===== src/logic/irq_persist_pkg.sv =====
// Package holding register map, field layout and timing constants for the persistence block.
package irq_persist_pkg;

    // ********************************************************************
    // Register offsets and reset values
    // ********************************************************************
    localparam logic [7:0] interrupt_persistence_addr = 8'h0c;
    localparam logic [7:0] measurement_setup_addr     = 8'h0d;
    localparam logic [7:0] led_pulse_count_addr       = 8'h0e;
    localparam logic [7:0] interrupt_persistence_rst  = 8'h00;
    localparam logic [7:0] measurement_setup_rst      = 8'h00;
    localparam logic [7:0] led_pulse_count_rst        = 8'h00;

    // ********************************************************************
    // Field positions
    // ********************************************************************
    localparam int prox_persist_lsb     = 4;
    localparam int light_persist_lsb    = 0;
    localparam int light_gain_scale_pos = 2;
    localparam int wait_long_pos        = 1;
    localparam int drive_reduce_pos     = 0;
    localparam logic [7:0] setup_used_mask = 8'h07;

    // ********************************************************************
    // Timing
    // ********************************************************************
    localparam int wait_step_us   = 2730;
    localparam int clk_period_ns  = 10;
    localparam int wait_step_cyc  = (wait_step_us * 1000) / clk_period_ns;
    localparam int wait_long_mult = 12;
    localparam int light_step_cnt = 5;

    // ********************************************************************
    // Carriers
    // ********************************************************************
    typedef struct packed {
        logic       wr;
        logic       rd;
        logic [7:0] addr;
        logic [7:0] wdata;
    } reg_req_s;

    typedef struct packed {
        logic        done;
        logic [15:0] value;
    } result_s;

endpackage : irq_persist_pkg


===== src/logic/persist_filter.sv =====
// One persistence filter: counts uninterrupted out-of-window results and raises an interrupt.
module persist_filter #(
    parameter int CNT_W = 6
) (
    // Clock and reset
    input  wire logic                        clk,
    input  wire logic                        rst_b,
    // Settings
    input  wire logic [CNT_W-1:0]            need,
    input  wire logic                        every_cycle,
    input  wire logic                        irq_mask,
    input  wire logic [15:0]                 thr_low,
    input  wire logic [15:0]                 thr_high,
    // Result stream
    input  wire irq_persist_pkg::result_s    result,
    // Event out
    output logic                             irq_set
);

    logic [CNT_W-1:0] run_r;
    logic             outside;
    logic [CNT_W-1:0] run_nxt;

    assign outside = (result.value < thr_low) || (result.value > thr_high);
    assign run_nxt = outside ? ((run_r == {CNT_W{1'b1}}) ? run_r : run_r + 1'b1) : '0;

    always_ff @(posedge clk or negedge rst_b) begin
        if (!rst_b) begin
            run_r <= '0;
        end else if (result.done) begin
            run_r <= run_nxt;
        end
    end

    // Saturating count means a run longer than the setting keeps interrupting, as a level would.
    always_ff @(posedge clk or negedge rst_b) begin
        if (!rst_b) begin
            irq_set <= 1'b0;
        end else begin
            irq_set <= result.done && irq_mask && (every_cycle || (outside && run_nxt >= need));
        end
    end

endmodule : persist_filter


===== src/logic/sensor_irq_persistence_config.sv =====
// Persistence filtering and measurement setup registers for a light and proximity sensor.
//
// Contract
// - Proximity and light paths filter separately, each with own setting and count.
// - Light interrupt decisions use only the channel-0 result.
// - Proximity field bits 7:4; zero means every proximity cycle interrupts.
// - Proximity field 1..15 needs that many consecutive out-of-window results.
// - Light field bits 3:0; zero means every light cycle interrupts.
// - Light field 1, 2, 3 need 1, 2, 3 consecutive out-of-window results.
// - Light field 4 and up needs five per step, 60 at code 15.
// - Persistence register resets to 0x00.
// - Gain-scale bit scales 1x and 8x light gain by 0.16.
// - Wait-long bit stretches each wait period twelvefold.
// - Drive-reduce bit cuts LED sink current by nine.
// - Pulse count field sets LED pulses per proximity accumulation.
// - Out of window means below low or above high threshold.
// - Interrupt raised only while that path's mask bit is set.
// - Base wait counted in 2.73 ms steps, wait-long multiplies that base.
module sensor_irq_persistence_config #(
    // Clock cycles in one base wait step; it depends on the clock, so it may be shortened.
    parameter int WAIT_STEP_CYC = irq_persist_pkg::wait_step_cyc
) (
    // Clock and reset
    input  wire logic                        clk,
    input  wire logic                        rst_b,
    // Register access from the command decoder
    input  wire irq_persist_pkg::reg_req_s   reg_req,
    output logic [7:0]                       reg_rdata,
    output logic                             reg_hit,
    // Settings from other registers
    input  wire logic                        prox_irq_mask,
    input  wire logic                        light_irq_mask,
    input  wire logic [15:0]                 light_thr_low,
    input  wire logic [15:0]                 light_thr_high,
    input  wire logic [15:0]                 prox_thr_low,
    input  wire logic [15:0]                 prox_thr_high,
    input  wire logic [1:0]                  light_gain_select,
    // Conversion results
    input  wire irq_persist_pkg::result_s    channel0_result,
    input  wire irq_persist_pkg::result_s    prox_result,
    // Interrupt events toward the status logic
    output logic                             prox_irq_set,
    output logic                             light_irq_set,
    // Controls toward analog and cycle logic
    output logic                             light_gain_scaled,
    output logic                             drive_reduce,
    output logic [7:0]                       led_pulse_count,
    input  wire logic                        wait_start,
    input  wire logic [7:0]                  wait_count,
    output logic                             wait_busy
);

    // ********************************************************************
    // Registers
    // ********************************************************************
    typedef enum logic [1:0] {
        sel_none    = 2'b00,
        sel_persist = 2'b01,
        sel_setup   = 2'b10,
        sel_pulse   = 2'b11
    } reg_sel_e;

    logic [7:0] persist_r;
    logic [7:0] setup_r;
    logic [7:0] pulse_r;
    reg_sel_e   reg_sel;

    // One decode serves the write enables and the read mux, so the two can never disagree.
    function automatic reg_sel_e reg_sel_of(input logic [7:0] addr);
        unique case (addr)
            irq_persist_pkg::interrupt_persistence_addr: reg_sel_of = sel_persist;
            irq_persist_pkg::measurement_setup_addr:     reg_sel_of = sel_setup;
            irq_persist_pkg::led_pulse_count_addr:       reg_sel_of = sel_pulse;
            default:                                     reg_sel_of = sel_none;
        endcase
    endfunction : reg_sel_of

    assign reg_sel = reg_sel_of(reg_req.addr);

    always_ff @(posedge clk or negedge rst_b) begin
        if (!rst_b) begin
            persist_r <= irq_persist_pkg::interrupt_persistence_rst;
        end else if (reg_req.wr && reg_sel == sel_persist) begin
            persist_r <= reg_req.wdata;
        end
    end

    // Reserved bits are not stored, so a careless write cannot change them.
    always_ff @(posedge clk or negedge rst_b) begin
        if (!rst_b) begin
            setup_r <= irq_persist_pkg::measurement_setup_rst;
        end else if (reg_req.wr && reg_sel == sel_setup) begin
            setup_r <= reg_req.wdata & irq_persist_pkg::setup_used_mask;
        end
    end

    always_ff @(posedge clk or negedge rst_b) begin
        if (!rst_b) begin
            pulse_r <= irq_persist_pkg::led_pulse_count_rst;
        end else if (reg_req.wr && reg_sel == sel_pulse) begin
            pulse_r <= reg_req.wdata;
        end
    end

    always_comb begin
        reg_hit   = 1'b1;
        reg_rdata = 8'h00;
        unique case (reg_sel)
            sel_persist: reg_rdata = persist_r;
            sel_setup:   reg_rdata = setup_r;
            sel_pulse:   reg_rdata = pulse_r;
            sel_none:    reg_hit   = 1'b0;
        endcase
    end

    // ********************************************************************
    // Persistence thresholds
    // ********************************************************************
    logic [3:0] prox_field;
    logic [3:0] light_field;
    logic [5:0] light_need;

    assign prox_field  = persist_r[irq_persist_pkg::prox_persist_lsb +: 4];
    assign light_field = persist_r[irq_persist_pkg::light_persist_lsb +: 4];

    function automatic logic [5:0] light_need_of(input logic [3:0] code);
        if (code < 4'h4) begin
            light_need_of = {2'h0, code};
        end else begin
            light_need_of = 6'(irq_persist_pkg::light_step_cnt * (int'(code) - 3));
        end
    endfunction : light_need_of

    assign light_need = light_need_of(light_field);

    // ********************************************************************
    // Filters, one per path
    // ********************************************************************
    persist_filter #(.CNT_W(6)) prox_filter (
        .clk         (clk),
        .rst_b       (rst_b),
        .need        ({2'h0, prox_field}),
        .every_cycle (prox_field == 4'h0),
        .irq_mask    (prox_irq_mask),
        .thr_low     (prox_thr_low),
        .thr_high    (prox_thr_high),
        .result      (prox_result),
        .irq_set     (prox_irq_set)
    );

    persist_filter #(.CNT_W(6)) light_filter (
        .clk         (clk),
        .rst_b       (rst_b),
        .need        (light_need),
        .every_cycle (light_field == 4'h0),
        .irq_mask    (light_irq_mask),
        .thr_low     (light_thr_low),
        .thr_high    (light_thr_high),
        .result      (channel0_result),
        .irq_set     (light_irq_set)
    );

    // ********************************************************************
    // Analog controls
    // ********************************************************************
    // Scaling applies only to the two lowest gains; higher gains are left alone on purpose.
    assign light_gain_scaled = setup_r[irq_persist_pkg::light_gain_scale_pos] &&
                               (light_gain_select <= 2'h1);
    assign drive_reduce      = setup_r[irq_persist_pkg::drive_reduce_pos];
    assign led_pulse_count   = pulse_r;

    // ********************************************************************
    // Wait timer
    // ********************************************************************
    logic [21:0] tick_r;
    logic [3:0]  mult_r;
    logic [8:0]  steps_r;
    logic        step_end;
    logic        mult_end;
    logic        wait_go;

    assign step_end  = tick_r == 22'(WAIT_STEP_CYC - 1);
    assign mult_end  = !setup_r[irq_persist_pkg::wait_long_pos] ||
                       mult_r == 4'(irq_persist_pkg::wait_long_mult - 1);
    assign wait_busy = steps_r != 9'h000;
    assign wait_go   = wait_start && !wait_busy;

    always_ff @(posedge clk or negedge rst_b) begin
        if (!rst_b) begin
            tick_r <= '0;
        end else if (wait_go) begin
            tick_r <= '0;
        end else if (wait_busy) begin
            tick_r <= step_end ? '0 : tick_r + 1'b1;
        end
    end

    // The wait-long bit is read live, so changing it during a wait alters the steps still to come.
    always_ff @(posedge clk or negedge rst_b) begin
        if (!rst_b) begin
            mult_r <= '0;
        end else if (wait_go) begin
            mult_r <= '0;
        end else if (wait_busy && step_end) begin
            mult_r <= mult_end ? '0 : mult_r + 1'b1;
        end
    end

    // Count is two's complement: 0xff waits one step, 0x00 waits 256.
    always_ff @(posedge clk or negedge rst_b) begin
        if (!rst_b) begin
            steps_r <= '0;
        end else if (wait_go) begin
            steps_r <= 9'h100 - {1'b0, wait_count};
        end else if (wait_busy && step_end && mult_end) begin
            steps_r <= steps_r - 1'b1;
        end
    end

endmodule : sensor_irq_persistence_config


===== config.mk =====
export PLATFORM = sky130hd
export DESIGN_NAME = sensor_irq_persistence_config
export DESIGN_NICKNAME = d
export VERILOG_FILES = /design/src/logic/irq_persist_pkg.sv /design/src/logic/persist_filter.sv /design/src/logic/sensor_irq_persistence_config.sv
export SDC_FILE = /design/constraint.sdc
export NUM_CORES = 1
export LEC_CHECK = 0
export BUFFER_PORTS_ARGS = -buffer_cell sky130_fd_sc_hd__clkbuf_2
export CORE_UTILIZATION = 55
export DETAILED_ROUTE_END_ITERATION = 10
export PLACE_DENSITY = 0.92
export SLEW_MARGIN = 20
export SYNTH_ARGS = -nofsm -noshare
export SYNTH_HDL_FRONTEND = slang
export SYNTH_SLANG_ARGS = --single-unit

===== constraint.sdc =====
create_clock -name clk -period 7.2 [get_ports clk]
set_input_delay 0.36 -clock clk [delete_from_list [all_inputs] [get_ports clk]]
set_output_delay 0.36 -clock clk [all_outputs]
set_load 0.03 [all_outputs]

# Word level (Yosys, flattened, before mapping)
# Cells that the tools add are included.
# op_classes
muxes,16
multipliers,1
order_cmp,8
addsub,7
reduce_logical,27
eq_ne,10
# ops
op,count
22-bit two-way mux,3
16-bit > comparator,2
16-bit less-than comparator,2
6-bit two-way mux,5
8-bit by 4-bit == test with 1-bit output (second input constant),3
8-bit case mux with 3 select lines,1
22-bit by 1-bit adder with 22-bit output (second input constant),1
22-bit by 19-bit == test with 1-bit output (second input constant),1
9-bit two-way mux,2
1-bit logical AND,13
6-bit by 1-bit adder with 6-bit output (second input constant),2
6-bit == test (second input constant),2
4-bit two-way mux,3
9-bit nonzero test,1
9-bit by 1-bit subtractor with 9-bit output (second input constant),1
9-bit by 8-bit subtractor with 9-bit output (first input constant),1
4-bit logical NOT,2
6-bit by 4-bit >= comparator with 1-bit output,1
6-bit >= comparator,1
4-bit by 5-bit multiplier with 6-bit output (first input constant),1
2-bit case mux with 3 select lines,1
2-bit nonzero test,3
1-bit logical OR,5
4-bit by 2-bit subtractor with 5-bit output (second input constant),1
9 further kinds,11
# word_totals
ff_bits,68
word_cells,79
out_inout_bits,22

# Logic depth before layout (Yosys ltp)
# logic_depth
word_depth,7
ltp_mapped,16
ltp_nobuf,15

# Cells and area by module
# Synthesis repeated with hierarchy kept, for this count alone.
# unflattened
cells_unflattened,713
hier_area_um2,6075.8
# modules_own_cells
mod,cells_per_inst,area_per_inst_um2,n_inst,seq_area_each_um2
sensor_irq_persistence_config,353,3330.7,1,1351.3
persist_filter,180,1372.6,2,175.2

# Worst setup path before layout
# No wires, ideal clock.
# synth_timing
kind,input -> register
from,in light_thr_high[7]
to,reg light_filter.irq_set
path_slack_ps,4128
stages,15
required_ps,7065
t_arrival_ps,2937
setup_ps,135
path_cell_list,inv_1 ha_1 a21oi_1 o21ai_0 a221o_1 o31a_1 a31oi_1 clkbuf_1 a21oi_1 ha_1 a21oi_1 o21ai_0 a21o_1 a21oi_1 o31ai_1
# synth_via
elab_chain_cells,7
# synth_lines
element,line,source
"start, declared",sensor_irq_persistence_config.sv:34,"input wire logic [15:0] light_thr_high,"
16-bit > comparator,persist_filter.sv:24,assign outside = (result.value < thr_low) || (result.value > thr_high);
1-bit logical OR,persist_filter.sv:24,
6-bit two-way mux,persist_filter.sv:25,assign run_nxt = outside ? ((run_r == {CNT_W{1'b1}}) ? run_r : run_r + 1'b1) : '0;
via light_filter.run_nxt[3],persist_filter.sv:22,logic [CNT_W-1:0] run_nxt;
6-bit >= comparator,persist_filter.sv:40,irq_set <= result.done && irq_mask && (every_cycle || (outside && run_nxt >= need));
1-bit logical AND,persist_filter.sv:40,
1-bit logical OR,persist_filter.sv:40,
1-bit logical AND,persist_filter.sv:40,
"end signal, assigned",persist_filter.sv:40,
"end, declared",persist_filter.sv:17,output logic irq_set
# The timed path passes the listed nets, and every way through them passes these cells.
# A chain may end at the register's enable or synchronous reset.

# Final worst setup path
# layout_timing
from,in prox_thr_high[3]
to,reg prox_filter.irq_set
# layout_via
elab_chain_cells,7
# layout_lines
element,line,source
"start, declared",sensor_irq_persistence_config.sv:36,"input wire logic [15:0] prox_thr_high,"
16-bit > comparator *,persist_filter.sv:24,
1-bit logical OR *,persist_filter.sv:24,
6-bit two-way mux,persist_filter.sv:25,
6-bit by 4-bit >= comparator with 1-bit output,persist_filter.sv:40,
1-bit logical AND *,persist_filter.sv:40,
1-bit logical OR *,persist_filter.sv:40,
1-bit logical AND *,persist_filter.sv:40,
"end signal, assigned",persist_filter.sv:40,
"end, declared",persist_filter.sv:17,
# Mark *: on every way between the ends. The rest lies on a longest branch, timed or not.

==> reports/qor.yml <==
start_util_pct: 56.7
vias_per_cell: 5.75
clk_latency_ps: 340
post-route-util_pct: 66.6
ant_nets: 0
ys_types: 57
fin_ws_ps: 3930
clkTransAtPathRegs_ps: 70
io_pins: 153
postSynthCellCount: 700
arrival_ps: 3460
whs_ps: 203
fin_nets: 1061
dieArea_um2: 11100
cp-end-kind: "flop"
grt_pass1_wl_um: 23800
synth.top_cell.area_share_pct: 29.1
cp.required_ps: 7400
drtIter0Drc: 271
first_pass_iters: 5
start_kind: "input port"
dp.cells: 970
drc_errors: 0
critPathKind: "input port to flop"
drv_slew: 0
finalInstanceArea_um2: 6880
syn_nets: 916
synth_common_cells: "inv_1 (87), ha_1 (84), dfrtp_1 (68)"
ys_seq_elements: 68
p_total_mw: 1.10
place.gp.congestion: 0.911
min_path_type: "input port to asynchronous set/reset pin"
cts_setup_buffers: 0
max_freq_mhz: 306
fin_setup_tns_ps: 0
syn_avg_cell_area_um2: 8.37
dp_slack_ps: 3610
grtUsageTotal_pct: 26.4
r2r_slack_ps: 4220
die_w_um: 105
cap_violations: 0
synth_top_area_cell: "dfrtp_1"
yosysSeqAreaShare_pct: 29.1
synth_area_um2: 5860
grt_max_degree: 69
async_flop_share_pct: 100
synth_edf_count: 0
stdcell_count: 984
status: "finished, final reports clean"
worst_clock_skew_ps: 10.1
synth.yosys.warnings: 0
synth.area.top_cells: "dfrtp_1 (29%), ha_1 (18%), inv_1 (5.6%)"
num_vias: 5662
rows: 37
setup_violations: 0
ir_drop_v: 0.0000809
yosys_most_used_dff: "dfrtp_1"
grt-ovfl-total: 0
cts_sinks: 68
dp_hpwl_um: 11000
wirelength_um: 13800
layout_min_cycle_time_ps: 3270
tritoncts: "built"
place_area_um2: 6720
power_leakage_nw: 3.49
antenna_found_initial: 0
clockBufferDepth: 2
cts_hold_buf: 0
area_growth_pct: 17.4
max_slew_margin_pct: 42.9
yosysMostFrequentCell: "inv_1"
antennaDiodeCount: 0
power_density_nw_per_um2: 161
timing.final.hold_violations: 0
tightest_slew_ps: 854
port_buffers: 150
coreArea_um2: 10300
die_y_um: 105
drive_gt1_share_pct: 22.8
grt_pass1_vias: 5661
rsz0062_at_grt: "false"
htree_levels: 3
fin_crit_sh_pct: 45.4
cts_buffers: 9
cts_root_buf: "clkbuf_8"
path_max_fanout: 11
postCtsResizedCells: 0
wl_per_cell_um: 14.1
## critical path, cell delays in order
cell	delay [ps]
clkbuf_2	90
inv_1	40
ha_1	290
a21o_1	180
a21oi_1	150
o221ai_1	150
a211oi_1	220
a2bb2oi_1	730
nand2b_1	200
ha_1	220
nand2b_1	140
a21o_1	180
a21oi_1	170
o221ai_1	170
nand3_1	110
o21ai_0	70
## per-layer routing
layer | up-vias | wire (µm) | GRT usage [%] | part of all wire (%)
met3 | 45 | 689 | 5.68 | 5.0
li1 | 2801 | - | - | -
met1 | 2644 | 5580 | 29.3 | 40
met5 | - | 0 | 0 | 0
met2 | 172 | 7110 | 49.0 | 51
met4 | 0 | 469 | 9.56 | 3.4
## cell usage in the layout, fill, tap and decap left out, types with 19 or more instances in the layout
master	synthesis	final
nand4_1	27	27
a21oi_1	55	55
nand3_1	21	21
o21ai_0	59	58
mux2_2	19	19
nor2_1	52	52
ha_1	84	84
dfrtp_1	68	68
clkbuf_2	0	149
nand2_1	37	37
inv_1	87	87
## cell families after synthesis
kind of cell / synth area share [%]
flops: 29.1
fa+ha+maj: 18.3
buf+inv: 7.22
compound gates: 18.3
xor+xnor: 2.99
mux: 5.53
simple gates: 18.7
## report_power, final
group          leakage [nW]  internal (mW)  switching (mW)
Sequential            0.820          0.422          0.0509
Clock                0.0783          0.130           0.138
Combinational          2.59          0.175           0.188
## state kept, by name (all words and copies together), names as in the netlist
register / flops
light_filter.run_r: 6
mult_r: 4
prox_filter.run_r: 6
setup_r: 3
steps_r: 9
led_pulse_count: 8
light_filter.irq_set: 1
prox_filter.irq_set: 1
persist_r: 8
tick_r: 22
## path summary, 6_finish.rpt
kind,end,cells after the start,from
setup / recovery,prox_filter.irq_set,16,prox_thr_high[3]
hold / removal,led_pulse_count[5],2,rst_b
setup reg to reg,light_filter.irq_set,11,persist_r[0]
hold reg to reg,steps_r[7],1,steps_r[7]
max in group asynchronous,tick_r[19],2,rst_b
min in group clk,steps_r[8],2,wait_count[7]
## area by class of cell
type,count,area (µm²)
Tap cell,136,170
Clock inverter,2,12.5
Inverter,87,327
Timing Repair Buffer,155,788
Fill cell,813,3450
Multi-Input combinational cell,524,3730
Sequential cell,68,1700
Clock buffer,12,145
Note: power is estimated with default switching activity, not from simulation.
